===== src/inc/adc_scan_regs.svh =====
// Purpose: Named widths, channel codes and reset values for the scan slice.
// Assumes: Included by the package and by every design file.
// Notes:   Definitions only.
`ifndef ADC_SCAN_REGS_SVH
`define ADC_SCAN_REGS_SVH

`define ADC_CHAN_W      6
`define ADC_DATA_W      12
`define ADC_MASK_W      32
`define ADC_RES_NUM     25
`define ADC_RES_IDX_W   5
`define ADC_SAMP_NUM    12
`define ADC_SAMP_IDX_W  4
`define ADC_SAMP_W      8
`define ADC_SAMP_RST    8'h0D
`define ADC_CH_LO_LAST  6'h08
`define ADC_CH8         6'h08
`define ADC_CH_HI_BASE  6'h10
`define ADC_CH_HI_LAST  6'h1F
`define ADC_CH_TEMP     6'h20
`define ADC_CH_IREF     6'h21
`define ADC_HI_IDX_OFS  6'h07
`define ADC_CH8_BIT     8
`define ADC_VALID_MASK  32'hFFFF_00FF
`define ADC_MASK_RST    32'h0000_0000
`define ADC_DATA_RST    12'h000

`endif


===== src/inc/adc_scan_pkg.sv =====
// Purpose: Types shared by the scan event slice and its decoder.
// Assumes: adc_scan_regs.svh is on the include path.
// Notes:   Scan modes are plain codes; the tracker state is one-hot.
package adc_scan_pkg;
`include "adc_scan_regs.svh"

   typedef enum logic [1:0] {
      MODE_SINGLE = 2'h0,
      MODE_CONT   = 2'h1,
      MODE_GROUP  = 2'h2
   } scan_mode_t;

   typedef enum logic [1:0] {
      ST_IDLE = 2'b01,
      ST_SCAN = 2'b10
   } scan_state_t;

   typedef struct packed {
      logic                   valid;
      logic [`ADC_CHAN_W-1:0] chan;
      logic [`ADC_DATA_W-1:0] data;
      logic                   last;
      logic                   group_b;
   } result_wr_t;

   typedef struct packed {
      logic                   legal;
      logic [`ADC_CHAN_W-1:0] chan;
   } win_b_sel_t;

   typedef struct packed {
      logic scan_any;
      logic scan_not_b;
      logic scan_b;
      logic window;
   } elc_event_t;

endpackage : adc_scan_pkg


===== src/rtl/adc_scan_event_ctrl.sv =====
// Purpose: Event link outputs, scan start, window compare and per-channel
//          result and sampling storage of the converter's digital slice.
// Assumes: Result writes and triggers arrive on sys_clk from on-chip logic.
// Notes:   Module stop blocks result writes and triggers; the analog clock enable drops.
`timescale 1ns/1ps
`include "adc_scan_regs.svh"

module adc_scan_event_ctrl
   import adc_scan_pkg::*;
(
   input  wire logic                      sys_clk,
   input  wire logic                      srst,
   input  wire logic                      module_stop,
   input  scan_mode_t                     scan_mode,
   input  wire logic                      elc_trig_enable,
   input  wire logic                      event_link_controller_trig,
   input  result_wr_t                     res_in,
   input  wire logic [`ADC_MASK_W-1:0]    group_a_select,
   input  wire logic                      group_a_chan8_select,
   input  wire logic [`ADC_MASK_W-1:0]    group_b_select,
   input  wire logic                      group_b_chan8_select,
   input  wire logic [`ADC_MASK_W-1:0]    add_avg_select,
   input  wire logic                      chan8_add_avg_select,
   input  wire logic                      window_a_chan8_enable,
   input  wire logic                      window_a_chan8_condition,
   input  wire logic                      window_a_flag_clr,
   input  wire logic [`ADC_DATA_W-1:0]    window_a_level,
   input  wire logic [`ADC_CHAN_W-1:0]    window_b_channel_select,
   input  wire logic                      window_b_enable,
   input  wire logic                      window_b_condition,
   input  wire logic                      window_b_flag_clr,
   input  wire logic [`ADC_DATA_W-1:0]    window_b_level,
   input  wire logic                      dac_sync_mode,
   input  wire logic [`ADC_CHAN_W-1:0]    rd_chan,
   input  wire logic                      samp_wr,
   input  wire logic [`ADC_SAMP_IDX_W-1:0] samp_idx,
   input  wire logic [`ADC_SAMP_W-1:0]    samp_data,
   input  wire logic [`ADC_SAMP_IDX_W-1:0] samp_rd_idx,
   output logic                           analog_clk_enable,
   output logic                           scan_start_ff,
   output logic [`ADC_MASK_W-1:0]         scan_chan_mask_ff,
   output logic [`ADC_MASK_W-1:0]         add_avg_mask_ff,
   output elc_event_t                     elc_event_ff,
   output logic                           scan_end_irq_ff,
   output logic                           group_b_scan_end_irq_ff,
   output logic                           window_a_chan8_flag_ff,
   output logic                           window_b_flag_ff,
   output logic                           dac_adc_sync_enable_ff,
   output logic [`ADC_DATA_W-1:0]         rd_data_ff,
   output logic [`ADC_SAMP_W-1:0]         samp_count_ff
);

   // Stopped module ignores result writes and triggers; clock gating is modelled
   // by dropping the analog clock enable; sampling writes, reads and flag clears still act.
   logic       run;
   logic       wr_ok;
   logic       trig_ok;
   win_b_sel_t win_b;

   assign run               = !module_stop;
   assign analog_clk_enable = run;
   assign wr_ok             = run && res_in.valid;
   assign trig_ok           = run && elc_trig_enable
                              && event_link_controller_trig;

   window_b_decode u_win_b (
      .sys_clk                 (sys_clk),
      .srst                    (srst),
      .window_b_channel_select (window_b_channel_select),
      .sel_ff                  (win_b)
   );

   // Scan tracker, start pulse and latched channel masks.
   scan_state_t             state_ff;
   scan_state_t             nxt_state;
   logic                    nxt_start;
   logic [`ADC_MASK_W-1:0]  sel_a;
   logic [`ADC_MASK_W-1:0]  sel_b;
   logic [`ADC_MASK_W-1:0]  sel_avg;
   logic [`ADC_MASK_W-1:0]  nxt_mask;
   logic [`ADC_MASK_W-1:0]  nxt_avg;

   always_comb begin
      sel_a   = group_a_select & `ADC_VALID_MASK;
      sel_b   = group_b_select & `ADC_VALID_MASK;
      sel_avg = add_avg_select & `ADC_VALID_MASK;
      sel_a[`ADC_CH8_BIT]   = group_a_chan8_select;
      sel_b[`ADC_CH8_BIT]   = group_b_chan8_select;
      sel_avg[`ADC_CH8_BIT] = chan8_add_avg_select;
      nxt_state = state_ff;
      nxt_start = 1'b0;
      nxt_mask  = scan_chan_mask_ff;
      nxt_avg   = add_avg_mask_ff;
      case (state_ff)
         ST_IDLE: begin
            if (trig_ok) begin
               nxt_state = ST_SCAN;
               nxt_start = 1'b1;
               nxt_mask  = sel_a;
               nxt_avg   = sel_avg;
            end else if (wr_ok && res_in.group_b) begin
               nxt_mask  = sel_b;
            end
         end
         ST_SCAN: begin
            if (wr_ok && res_in.last && !res_in.group_b) begin
               nxt_state = ST_IDLE;
            end
         end
         default: begin
            nxt_state = ST_IDLE;
         end
      endcase
   end

   always_ff @(posedge sys_clk) begin
      if (srst) begin
         state_ff          <= ST_IDLE;
         scan_start_ff     <= 1'b0;
         scan_chan_mask_ff <= `ADC_MASK_RST;
         add_avg_mask_ff   <= `ADC_MASK_RST;
      end else begin
         state_ff          <= nxt_state;
         scan_start_ff     <= nxt_start;
         scan_chan_mask_ff <= nxt_mask;
         add_avg_mask_ff   <= nxt_avg;
      end
   end

   // Window compare: channel 8 on window A, selected channel on window B.
   logic match_a;
   logic match_b;
   logic nxt_flag_a;
   logic nxt_flag_b;

   always_comb begin
      match_a = wr_ok && window_a_chan8_enable
         && (res_in.chan == `ADC_CH8)
         && (window_a_chan8_condition ? (res_in.data > window_a_level)
                                      : (res_in.data < window_a_level));
      match_b = wr_ok && window_b_enable && win_b.legal
         && (res_in.chan == win_b.chan)
         && (window_b_condition ? (res_in.data > window_b_level)
                                : (res_in.data < window_b_level));
      // A match in the same cycle as a clear keeps the flag set.
      nxt_flag_a = match_a || (window_a_chan8_flag_ff && !window_a_flag_clr);
      nxt_flag_b = match_b || (window_b_flag_ff && !window_b_flag_clr);
   end

   always_ff @(posedge sys_clk) begin
      if (srst) begin
         window_a_chan8_flag_ff <= 1'b0;
         window_b_flag_ff       <= 1'b0;
      end else begin
         window_a_chan8_flag_ff <= nxt_flag_a;
         window_b_flag_ff       <= nxt_flag_b;
      end
   end

   // Event link pulses, interrupts and the D/A update enable.
   elc_event_t nxt_evt;
   logic       scan_done;
   logic       group_mode;
   logic       nxt_irq_a;
   logic       nxt_irq_b;
   logic       nxt_dac_en;

   always_comb begin
      scan_done  = wr_ok && res_in.last;
      group_mode = (scan_mode == MODE_GROUP);
      nxt_evt.scan_any   = scan_done;
      nxt_evt.scan_not_b = scan_done && group_mode
                           && !res_in.group_b;
      nxt_evt.scan_b     = scan_done && group_mode
                           && res_in.group_b;
      nxt_evt.window     = (scan_mode == MODE_SINGLE)
                           && (match_a || match_b);
      nxt_irq_a = scan_done && !(group_mode && res_in.group_b);
      nxt_irq_b = scan_done && group_mode && res_in.group_b;
      // D/A may update only while no scan runs, when sync mode is on.
      nxt_dac_en = !dac_sync_mode
                   || ((nxt_state == ST_IDLE) && !res_in.valid);
   end

   always_ff @(posedge sys_clk) begin
      if (srst) begin
         elc_event_ff            <= '0;
         scan_end_irq_ff         <= 1'b0;
         group_b_scan_end_irq_ff <= 1'b0;
         dac_adc_sync_enable_ff  <= 1'b1;
      end else begin
         elc_event_ff            <= nxt_evt;
         scan_end_irq_ff         <= nxt_irq_a;
         group_b_scan_end_irq_ff <= nxt_irq_b;
         dac_adc_sync_enable_ff  <= nxt_dac_en;
      end
   end

   // Result storage: entries 0-8 hold channels 0-8, 9-24 hold 16-31.
   logic [`ADC_DATA_W-1:0]    res_mem_ff [`ADC_RES_NUM];
   logic [`ADC_RES_IDX_W-1:0] wr_idx;
   logic                      wr_map;
   logic [`ADC_RES_IDX_W-1:0] rd_idx;
   logic                      rd_map;
   logic [`ADC_CHAN_W-1:0]    wr_tmp;
   logic [`ADC_CHAN_W-1:0]    rd_tmp;
   logic [`ADC_DATA_W-1:0]    nxt_rd;

   always_comb begin
      wr_tmp = (res_in.chan <= `ADC_CH_LO_LAST) ? res_in.chan
                                                : res_in.chan - `ADC_HI_IDX_OFS;
      rd_tmp = (rd_chan <= `ADC_CH_LO_LAST) ? rd_chan
                                            : rd_chan - `ADC_HI_IDX_OFS;
      wr_idx = wr_tmp[`ADC_RES_IDX_W-1:0];
      rd_idx = rd_tmp[`ADC_RES_IDX_W-1:0];
      wr_map = wr_ok && ((res_in.chan <= `ADC_CH_LO_LAST)
               || ((res_in.chan >= `ADC_CH_HI_BASE)
                   && (res_in.chan <= `ADC_CH_HI_LAST)));
      rd_map = (rd_chan <= `ADC_CH_LO_LAST)
               || ((rd_chan >= `ADC_CH_HI_BASE)
                   && (rd_chan <= `ADC_CH_HI_LAST));
      nxt_rd = rd_map ? res_mem_ff[rd_idx] : `ADC_DATA_RST;
   end

   // Sampling counts: entries 0-8 per channel, then L, T and O sources.
   logic [`ADC_SAMP_W-1:0] samp_ff [`ADC_SAMP_NUM];
   logic [`ADC_SAMP_W-1:0] nxt_samp_rd;

   always_comb begin
      nxt_samp_rd = (samp_rd_idx < `ADC_SAMP_IDX_W'(`ADC_SAMP_NUM))
                    ? samp_ff[samp_rd_idx] : `ADC_SAMP_RST;
   end

   genvar gi;
   generate
      for (gi = 0; gi < `ADC_RES_NUM; gi++) begin : g_res
         logic [`ADC_DATA_W-1:0] nxt_val;
         always_comb begin
            nxt_val = (wr_map && (wr_idx == `ADC_RES_IDX_W'(gi)))
                      ? res_in.data : res_mem_ff[gi];
         end
         always_ff @(posedge sys_clk) begin
            if (srst) begin
               res_mem_ff[gi] <= `ADC_DATA_RST;
            end else begin
               res_mem_ff[gi] <= nxt_val;
            end
         end
      end
      for (gi = 0; gi < `ADC_SAMP_NUM; gi++) begin : g_samp
         logic [`ADC_SAMP_W-1:0] nxt_val;
         always_comb begin
            nxt_val = (samp_wr && (samp_idx == `ADC_SAMP_IDX_W'(gi)))
                      ? samp_data : samp_ff[gi];
         end
         always_ff @(posedge sys_clk) begin
            if (srst) begin
               samp_ff[gi] <= `ADC_SAMP_RST;
            end else begin
               samp_ff[gi] <= nxt_val;
            end
         end
      end
   endgenerate

   always_ff @(posedge sys_clk) begin
      if (srst) begin
         rd_data_ff    <= `ADC_DATA_RST;
         samp_count_ff <= `ADC_SAMP_RST;
      end else begin
         rd_data_ff    <= nxt_rd;
         samp_count_ff <= nxt_samp_rd;
      end
   end
endmodule : adc_scan_event_ctrl


===== src/rtl/window_b_decode.sv =====
// Purpose: Registers and checks the window B channel selector code.
// Assumes: Selector comes from logic on sys_clk.
// Notes:   Prohibited codes leave legal low so window B never matches.
`timescale 1ns/1ps
`include "adc_scan_regs.svh"
module window_b_decode
   import adc_scan_pkg::*;
(
   input  wire logic                   sys_clk,
   input  wire logic                   srst,
   input  wire logic [`ADC_CHAN_W-1:0] window_b_channel_select,
   output win_b_sel_t                  sel_ff
);
   win_b_sel_t nxt_sel;

   always_comb begin
      nxt_sel.chan  = window_b_channel_select;
      nxt_sel.legal = (window_b_channel_select <= `ADC_CH_LO_LAST)
         || ((window_b_channel_select >= `ADC_CH_HI_BASE)
             && (window_b_channel_select <= `ADC_CH_HI_LAST))
         || (window_b_channel_select == `ADC_CH_TEMP)
         || (window_b_channel_select == `ADC_CH_IREF);
   end

   always_ff @(posedge sys_clk) begin
      if (srst) begin
         sel_ff <= '0;
      end else begin
         sel_ff <= nxt_sel;
      end
   end
endmodule : window_b_decode


===== config.mk =====
export PLATFORM = sky130hd
export DESIGN_NAME = adc_scan_event_ctrl
export DESIGN_NICKNAME = d
export VERILOG_FILES = /design/src/inc/adc_scan_pkg.sv /design/src/rtl/adc_scan_event_ctrl.sv /design/src/rtl/window_b_decode.sv
export VERILOG_INCLUDE_DIRS = /design/src /design/src/inc
export SDC_FILE = /design/constraint.sdc
export NUM_CORES = 1
export LEC_CHECK = 0
export BUFFER_PORTS_ARGS = -buffer_cell sky130_fd_sc_hd__buf_2
export CORE_MARGIN = 4
export CORE_UTILIZATION = 45
export CTS_BUF_LIST = sky130_fd_sc_hd__clkbuf_2 sky130_fd_sc_hd__clkbuf_4 sky130_fd_sc_hd__clkbuf_8
export DETAILED_ROUTE_END_ITERATION = 12
export GPL_ROUTABILITY_DRIVEN = 0
export PLACE_DENSITY = 0.76
export RECOVER_POWER = 50
export SYNTH_ARGS = -nofsm -noshare
export SYNTH_HDL_FRONTEND = slang
export SYNTH_HIERARCHICAL = 1
export SYNTH_SLANG_ARGS = --single-unit

===== constraint.sdc =====
create_clock -name sys_clk -period 5 [get_ports sys_clk]
set_clock_uncertainty 0.05 [all_clocks]
set_input_delay 0.5 -clock sys_clk [delete_from_list [all_inputs] [get_ports sys_clk]]
set_output_delay 0.5 -clock sys_clk [all_outputs]
set_load 0.03 [all_outputs]

==> impl_metrics.csv, run 1 <==
group,metric,value,unit
finish,layout_net_count,2564,
global_routing,grt_use_total,23.5,%
timing,unrepaired_setup_endpoints_after_global_routing,"no",
worst_setup_path,startpoint,"res_in[14]",
status,run_status,"finished with violations",
finish,postLayoutCoreUtil,51.8,%
detailed_routing,ant_nets,0,
clock_tree,tritoncts_clock_tree,"done",
detailed_routing,detail_route.first_pass.iterations,6,
clock_tree,buffers_inserted_during_post_cts_setup_optimization,0,
worst_setup_path,critPathBufInv,2,
worst_setup_path,crit_arrival,4300,ps
detailed_routing,via_per_inst,5.88,
synthesis,synth_edf_count,396,
placement,detailed_place_hpwl,46.7,mm
pwr,internal_power,6.96,mW
timing,maxSlewViolCount,44,
synthesis,postSynthCellCount,2144,
pwr,share_clk_of_total_power,37.4,%
pwr,share_comb_of_total_power,13.2,%
worst_setup_path,crit_required,5450,ps
pwr,seq_power_share,49.4,%
clock_tree,numCtsBuffers,76,
floorplanning,initial_utilization,45.8,%
timing,timing_hold_violations_final,0,
timing,period_share,77.1,%
timing,worst_tran_pin_value,2070,ps
timing,finalCriticalPeriod,3850,ps
clock_tree,cts.repair.resized,0,
placement,port_buffers,243,
min_path,whs_path_depth,3,
pwr,power-per-cell-area,348,nW/µm²
clock_tree,holdBufCountCts,18,
clock_tree,clockBufferDepth,3,
finish,final_cell_mix,"sky130_fd_sc_hd__edfxtp_1, sky130_fd_sc_hd__and2_1, sky130_fd_sc_hd__nand2_1",
synthesis,yosys_register_bits,484,
synthesis,post-synth-top-area-cell,"sky130_fd_sc_hd__edfxtp_1",
worst_setup_path,max_stage_delay,1190,ps
flow_run,max_cap_violations,1,
global_routing,grt_first_pass_wirelength,104,mm
timing,timing_limited_maximum_frequency,259,MHz
synthesis,ys_seq_area_share,56.4,%
clock_tree,clkSlewWorstSetupHoldPaths,60,ps
status,violations_in_the_final_reports,"max-capacitance violations, max-slew violations",
finish,post_route_cells_drive_above_1_share,16.6,%
clock_tree,root_buffer,"sky130_fd_sc_hd__clkbuf_8",
synthesis,asyncSetResetFlopFracSynth,0,%
worst_setup_path,crit_path_start_kind,"primary input",
synthesis,top_cell_type_s_share_of_synthesized_area,49.1,%
synthesis,yosys_warnings,6,
timing,totalNegativeSetupSlack,0,ps
worst_setup_path,worst-setup-path-type,"in -> reg",
global_routing,antenna_found_initial,0,
global_routing,grt_pass1_vias,18143,
worst_setup_path,critical_path.max_fanout,19,
worst_setup_path,r2r_start,"u_win_b/sel_ff[2]",
timing,timing.slew.headroom,-37.7,%
floorplanning,fp.dieW,240,µm
floorplanning,num_io_pins,282,
synthesis,ys_dominant_reg_cell,"sky130_fd_sc_hd__edfxtp_1",
detailed_routing,via_total_after_detailed_routing,18227,
min_path,min-delay-path-class,"in -> reg",
detailed_routing,detail_route.wl_per_cell,22.3,µm
worst_setup_path,critical_path_cell_by_cell,"clkbuf_1 > inv_1 > ha_1 > nand2b_2 > a21boi_0 > a31o_4 > xnor2_1 > nand2_1 > nor3_1 > and2_1",
clock_tree,ctsHtreeMaxLevel,3,
finish,layout_commonest_cell,"sky130_fd_sc_hd__edfxtp_1",
global_routing,grt_start_max_net_pins,89,
synthesis,syn_area_per_cell,11.3,µm²
pwr,netSwitchingPower,2.56,mW
floorplanning,die_area,57500,µm²
min_path,timing.hold.worst.start,"add_avg_select[1]",
floorplanning,std_cell_rows,84,
clock_tree,clkSinkCount,484,
timing,timing.final.setup_violations,0,
worst_setup_path,worst_r2r_end,"elc_event_ff[0]",
detailed_routing,wirelength,69.2,mm
global_routing,grt.overflow.total,0,
worst_setup_path,worst-r2r-setup-slack,2780,ps
pwr,ir_worst_vdd,307,µV
worst_setup_path,crit_slowest_cell,"sky130_fd_sc_hd__nor3_1",
worst_setup_path,cpLargestDelayFamily,"simple AND/OR/NAND/NOR gates",
synthesis,netlist-cell-type-count,75,
detailed_routing,detailedRoute.firstIterationViolations,1776,
pwr,switching_share,26.9,%
finish,area_growth_from_synthesis_to_final_layout,13.1,%
detailed_routing,detail_route.drc_violations,0,
worst_setup_path,r2r.worst_path.cells,6,
pwr,p_leak,10.0,nW
synthesis,synth.cell_area,24200,µm²
min_path,holdPathEnd,"add_avg_mask_ff[1]",
synthesis,synth.area.top_cells,"sky130_fd_sc_hd__edfxtp_1, sky130_fd_sc_hd__and2_1, sky130_fd_sc_hd__dfxtp_1, sky130_fd_sc_hd__nand2_1, sky130_fd_sc_hd__a22oi_1",
worst_setup_path,worstSetupEndpointType,"flop",
floorplanning,die_height,240,µm
floorplanning,core_region_area,52900,µm²
clock_tree,clk_latency,670,ps
Yosys cell counts (5+ instances only):
master,n
sky130_fd_sc_hd__a21o_1,23
sky130_fd_sc_hd__a21oi_1,80
sky130_fd_sc_hd__a221oi_1,10
sky130_fd_sc_hd__a22oi_1,113
sky130_fd_sc_hd__a311oi_1,26
sky130_fd_sc_hd__a31o_2,5
sky130_fd_sc_hd__a31oi_1,24
sky130_fd_sc_hd__a32oi_1,23
sky130_fd_sc_hd__and2_1,342
sky130_fd_sc_hd__buf_1,8
sky130_fd_sc_hd__buf_2,44
sky130_fd_sc_hd__buf_4,26
sky130_fd_sc_hd__buf_6,5
sky130_fd_sc_hd__clkbuf_1,91
sky130_fd_sc_hd__clkbuf_2,13
sky130_fd_sc_hd__dfxtp_1,88
sky130_fd_sc_hd__edfxtp_1,396
sky130_fd_sc_hd__ha_1,30
sky130_fd_sc_hd__inv_1,40
sky130_fd_sc_hd__mux2_2,26
sky130_fd_sc_hd__mux2i_1,62
sky130_fd_sc_hd__mux4_2,25
sky130_fd_sc_hd__nand2_1,231
sky130_fd_sc_hd__nand2b_1,35
sky130_fd_sc_hd__nand3_1,63
sky130_fd_sc_hd__nand3b_1,16
sky130_fd_sc_hd__nand4_1,9
sky130_fd_sc_hd__nor2_1,69
sky130_fd_sc_hd__nor2b_1,16
sky130_fd_sc_hd__nor3_1,31
sky130_fd_sc_hd__nor3_2,6
sky130_fd_sc_hd__nor4_1,10
sky130_fd_sc_hd__o21ai_0,46
sky130_fd_sc_hd__o21ai_1,7
sky130_fd_sc_hd__o21bai_1,23
sky130_fd_sc_hd__o22ai_1,5
sky130_fd_sc_hd__or3_1,13
power groups by stage:
stage / logic, mW / registers, mW / clock network [mW]
after floorplan: 0.740 / 4.84 / 0
after global placement: 1.22 / 4.76 / 0
after detailed placement: 1.26 / 4.78 / 0
after CTS: 1.27 / 4.70 / 3.60
after global routing: 1.35 / 4.72 / 3.80
final: 1.26 / 4.70 / 3.56
through the flow:
stage / cells / hold WS (ps) / worst slack (ps) / instance area (µm²) / total power [mW]
after floorplan: 2157 / 463 / 1960 / 24200 / 5.58
after detailed placement: 2939 / 393 / 1300 / 25800 / 6.03
after global routing: 3098 / 35.9 / 886 / 27400 / 9.87
final: 3100 / 48.6 / 1150 / 27400 / 9.53
after CTS: 3098 / 0.626 / 1720 / 27600 / 9.57
after global placement: 2939 / 390 / 1440 / 25800 / 5.98
cell families after synthesis:
| group | after synthesis | share of synthesized area, % |
|---|---|---|
| other cells | 1 | 0.0155 |
| xor+xnor | 10 | 0.502 |
| fa+ha+maj | 30 | 1.55 |
| buf+inv | 229 | 4.41 |
| compound gates | 411 | 11.8 |
| simple gates | 866 | 19.2 |
| flops | 484 | 56.4 |
| mux | 113 | 6.10 |
worst max-delay path by stage:
stage	end	slack [ps]	cells past startpoint
CTS	elc_event_ff[0]	1720	11
finish	res_mem_ff[4][1]	1150	10
global placement	res_mem_ff[4][11]	1440	10
floorplan	res_mem_ff[0][0]	1960	10
global route	res_mem_ff[4][7]	890	10
detailed placement	res_mem_ff[4][1]	1300	10
state kept, by name (all words and copies together) (netlist names):
name and count:
window_b_flag_ff 1, elc_event_ff 3, add_avg_mask_ff 25, res_mem_ff 300, samp_count_ff 8, window_a_chan8_flag_ff 1
scan_chan_mask_ff 25, dac_adc_sync_enable_ff 1, rd_data_ff 12, group_b_scan_end_irq_ff 1, state_ff 2, samp_ff 96
scan_end_irq_ff 1, u_win_b/sel_ff 7, scan_start_ff 1
routing by layer:
layer / up-vias / track usage (%) / part of all wire [%]
met3: 171 / 5.95 / 11
li1: 8170 / - / -
met2: 1090 / 39.0 / 48
met4: 0 / 10.2 / 4.0
met1: 8796 / 29.3 / 37
met5: - / 0 / 0
worst min-delay path, cell delays in order:
cell and delay [ps]:
sky130_fd_sc_hd__buf_2 100, sky130_fd_sc_hd__nand2_1 50, sky130_fd_sc_hd__a21oi_1 50
final cells by class:
cell class | instances | area, µm²
sequential | 484 | 13700
fill | 4447 | 25500
clock buffer | 106 | 1300
clock inverter | 35 | 322
inverter | 42 | 158
multi-input combinational | 1444 | 9500
antenna | 2 | 5.00
tap | 688 | 861
timing repair buffer | 299 | 1580
Power figures use the tool's default switching activity.
==> run 2: changes to the inputs <==
==> constraint.sdc (replaced) <==
create_clock -name sys_clk -period 3.7 [get_ports sys_clk]
set_clock_uncertainty 0.05 [all_clocks]
set_input_delay 0.37 -clock sys_clk [delete_from_list [all_inputs] [get_ports sys_clk]]
set_output_delay 0.37 -clock sys_clk [all_outputs]
set_load 0.03 [all_outputs]
==> impl_metrics.csv, run 2 (synthesized netlist as in run 1, its figures left out) <==
group,metric,value,unit
min_path,holdPathEnd,"samp_ff[5][3]",
clock_tree,root_buffer,"sky130_fd_sc_hd__clkbuf_8",
clock_tree,clkSinkCount,484,
global_routing,antenna_found_initial,2,
detailed_routing,detail_route.wl_per_cell,22.6,µm
detailed_routing,via_per_inst,5.90,
finish,layout_commonest_cell,"sky130_fd_sc_hd__edfxtp_1",
floorplanning,std_cell_rows,84,
worst_setup_path,worst_r2r_end,"scan_chan_mask_ff[2]",
floorplanning,core_region_area,52900,µm²
min_path,whs_path_depth,2,
clock_tree,buffers_inserted_during_post_cts_setup_optimization,0,
timing,worst_tran_pin_value,1950,ps
detailed_routing,ant_nets,0,
clock_tree,numCtsBuffers,79,
finish,area_growth_from_synthesis_to_final_layout,17.0,%
timing,period_share,85.5,%
detailed_routing,detail_route.first_pass.iterations,9,
timing,timing.final.setup_violations,0,
floorplanning,initial_utilization,45.8,%
finish,layout_net_count,2673,
floorplanning,die_area,57500,µm²
pwr,power-per-cell-area,459,nW/µm²
pwr,switching_share,27.7,%
finish,post_route_cells_drive_above_1_share,16.9,%
worst_setup_path,crit_path_start_kind,"primary input",
timing,totalNegativeSetupSlack,0,ps
placement,placed_area,26000,µm²
floorplanning,die_height,240,µm
status,run_status,"finished with violations",
pwr,netSwitchingPower,3.60,mW
global_routing,grt_pass1_vias,19096,
clock_tree,clkSlewWorstSetupHoldPaths,70,ps
floorplanning,num_io_pins,282,
min_path,timing.hold.worst.start,"samp_data[3]",
pwr,ir_worst_vdd,402,µV
finish,final_cell_mix,"sky130_fd_sc_hd__edfxtp_1, sky130_fd_sc_hd__and2_1, sky130_fd_sc_hd__nand2_1",
min_path,min-delay-path-class,"in -> reg",
timing,timing_limited_maximum_frequency,316,MHz
timing,timing.slew.headroom,-30.1,%
pwr,seq_power_share,48.8,%
finish,layout_top_registers,"res_mem_ff (300), samp_ff (96)",
finish,postLayoutCoreUtil,53.6,%
worst_setup_path,crit_arrival,3400,ps
finish,postLayoutCellArea,28300,µm²
finish,largest_reg_flops,300,
placement,port_buffers,243,
worst_setup_path,crit_required,3940,ps
floorplanning,fp.dieW,240,µm
clock_tree,tritoncts_clock_tree,"done",
pwr,p_leak,10.5,nW
clock_tree,holdBufCountCts,90,
timing,finalCriticalPeriod,3160,ps
timing,unrepaired_setup_endpoints_after_global_routing,"no",
worst_setup_path,r2r.worst_path.cells,5,
pwr,share_clk_of_total_power,37.0,%
detailed_routing,detail_route.drc_violations,0,
clock_tree,clockBufferDepth,3,
worst_setup_path,r2r_start,"state_ff[0]",
detailed_routing,wirelength,72.7,mm
global_routing,grt_first_pass_wirelength,110,mm
finish,registers.top_by_ff_count,"res_mem_ff",
status,violations_in_the_final_reports,"max-capacitance violations, max-slew violations",
pwr,internal_power,9.40,mW
flow_run,max_cap_violations,2,
global_routing,grt_use_total,24.8,%
clock_tree,ctsHtreeMaxLevel,3,
placement,detailed_place_hpwl,47.1,mm
timing,timing_hold_violations_final,0,
detailed_routing,via_total_after_detailed_routing,18946,
global_routing,grt.overflow.total,0,
worst_setup_path,critical_path.max_fanout,18,
timing,maxSlewViolCount,121,
pwr,share_comb_of_total_power,14.2,%
detailed_routing,detailedRoute.firstIterationViolations,2071,
clock_tree,clk_latency,680,ps
clock_tree,cts.repair.resized,0,
worst_setup_path,worst-r2r-setup-slack,760,ps
global_routing,grt_start_max_net_pins,95,
worst_setup_path,worstSetupEndpointType,"flop",
worst_setup_path,worst-setup-path-type,"in -> reg",
[run 2: critical path: stages]
cell and delay [ps]:
sky130_fd_sc_hd__clkbuf_1 360, sky130_fd_sc_hd__inv_1 180, sky130_fd_sc_hd__ha_1 270, sky130_fd_sc_hd__nand2b_2 120, sky130_fd_sc_hd__a21boi_4 90, sky130_fd_sc_hd__a31o_1 230
sky130_fd_sc_hd__xnor2_1 360, sky130_fd_sc_hd__nand2_2 100, sky130_fd_sc_hd__clkbuf_1 400, sky130_fd_sc_hd__o21bai_1 270, sky130_fd_sc_hd__clkbuf_1 630
[run 2: final cells by class]
cell class | count | area, µm²
clock inverters | 46 | 345
flip-flops and latches | 484 | 13700
well taps | 688 | 861
clock buffers | 100 | 1260
multi-input cells | 1444 | 9520
fillers | 4394 | 24500
inverters | 42 | 158
repair buffers | 405 | 2520
diodes | 3 | 7.51
[run 2: how the worst max path moves through the flow]
stage,startpoint,end,cells after the start
after global placement,rd_chan[1],rd_data_ff[11],11
after detailed placement,rd_chan[1],rd_data_ff[11],11
after global routing,res_in[14],res_mem_ff[5][0],11
final,res_in[14],res_mem_ff[5][10],11
after floorplan,res_in[14],res_mem_ff[0][0],10
after CTS,res_in[6],elc_event_ff[0],10
[run 2: power groups by stage]
stage	sequential (mW)	combinational [mW]	clock [mW]
5_1_grt	6.37	1.96	5.13
4_1_cts	6.34	1.82	4.85
3_3_place_gp	6.43	1.67	0
2_1_floorplan	6.54	1.00	0
3_5_place_dp	6.45	1.72	0
6_report	6.35	1.84	4.81
[run 2: metrics by stage]
step	std cells	total power [mW]	hold WS [ps]	setup WS (ps)
after global placement	2973	8.10	390	502
after floorplan	2157	7.54	389	790
final	3212	13.0	55.7	538
after detailed placement	2973	8.17	397	432
after global routing	3210	13.5	50.3	320
after CTS	3209	13.0	0.619	1030
[run 2: metal layers]
| metal | routed length (µm) | vias up | global-route usage (%) |
|---|---|---|---|
| met3 | 7600 | 209 | 5.38 |
| met2 | 34900 | 1183 | 41.0 |
| met1 | 27100 | 9163 | 31.4 |
| li1 | - | 8391 | - |
| met4 | 3110 | 0 | 11.1 |
| met5 | 0 | - | 0 |
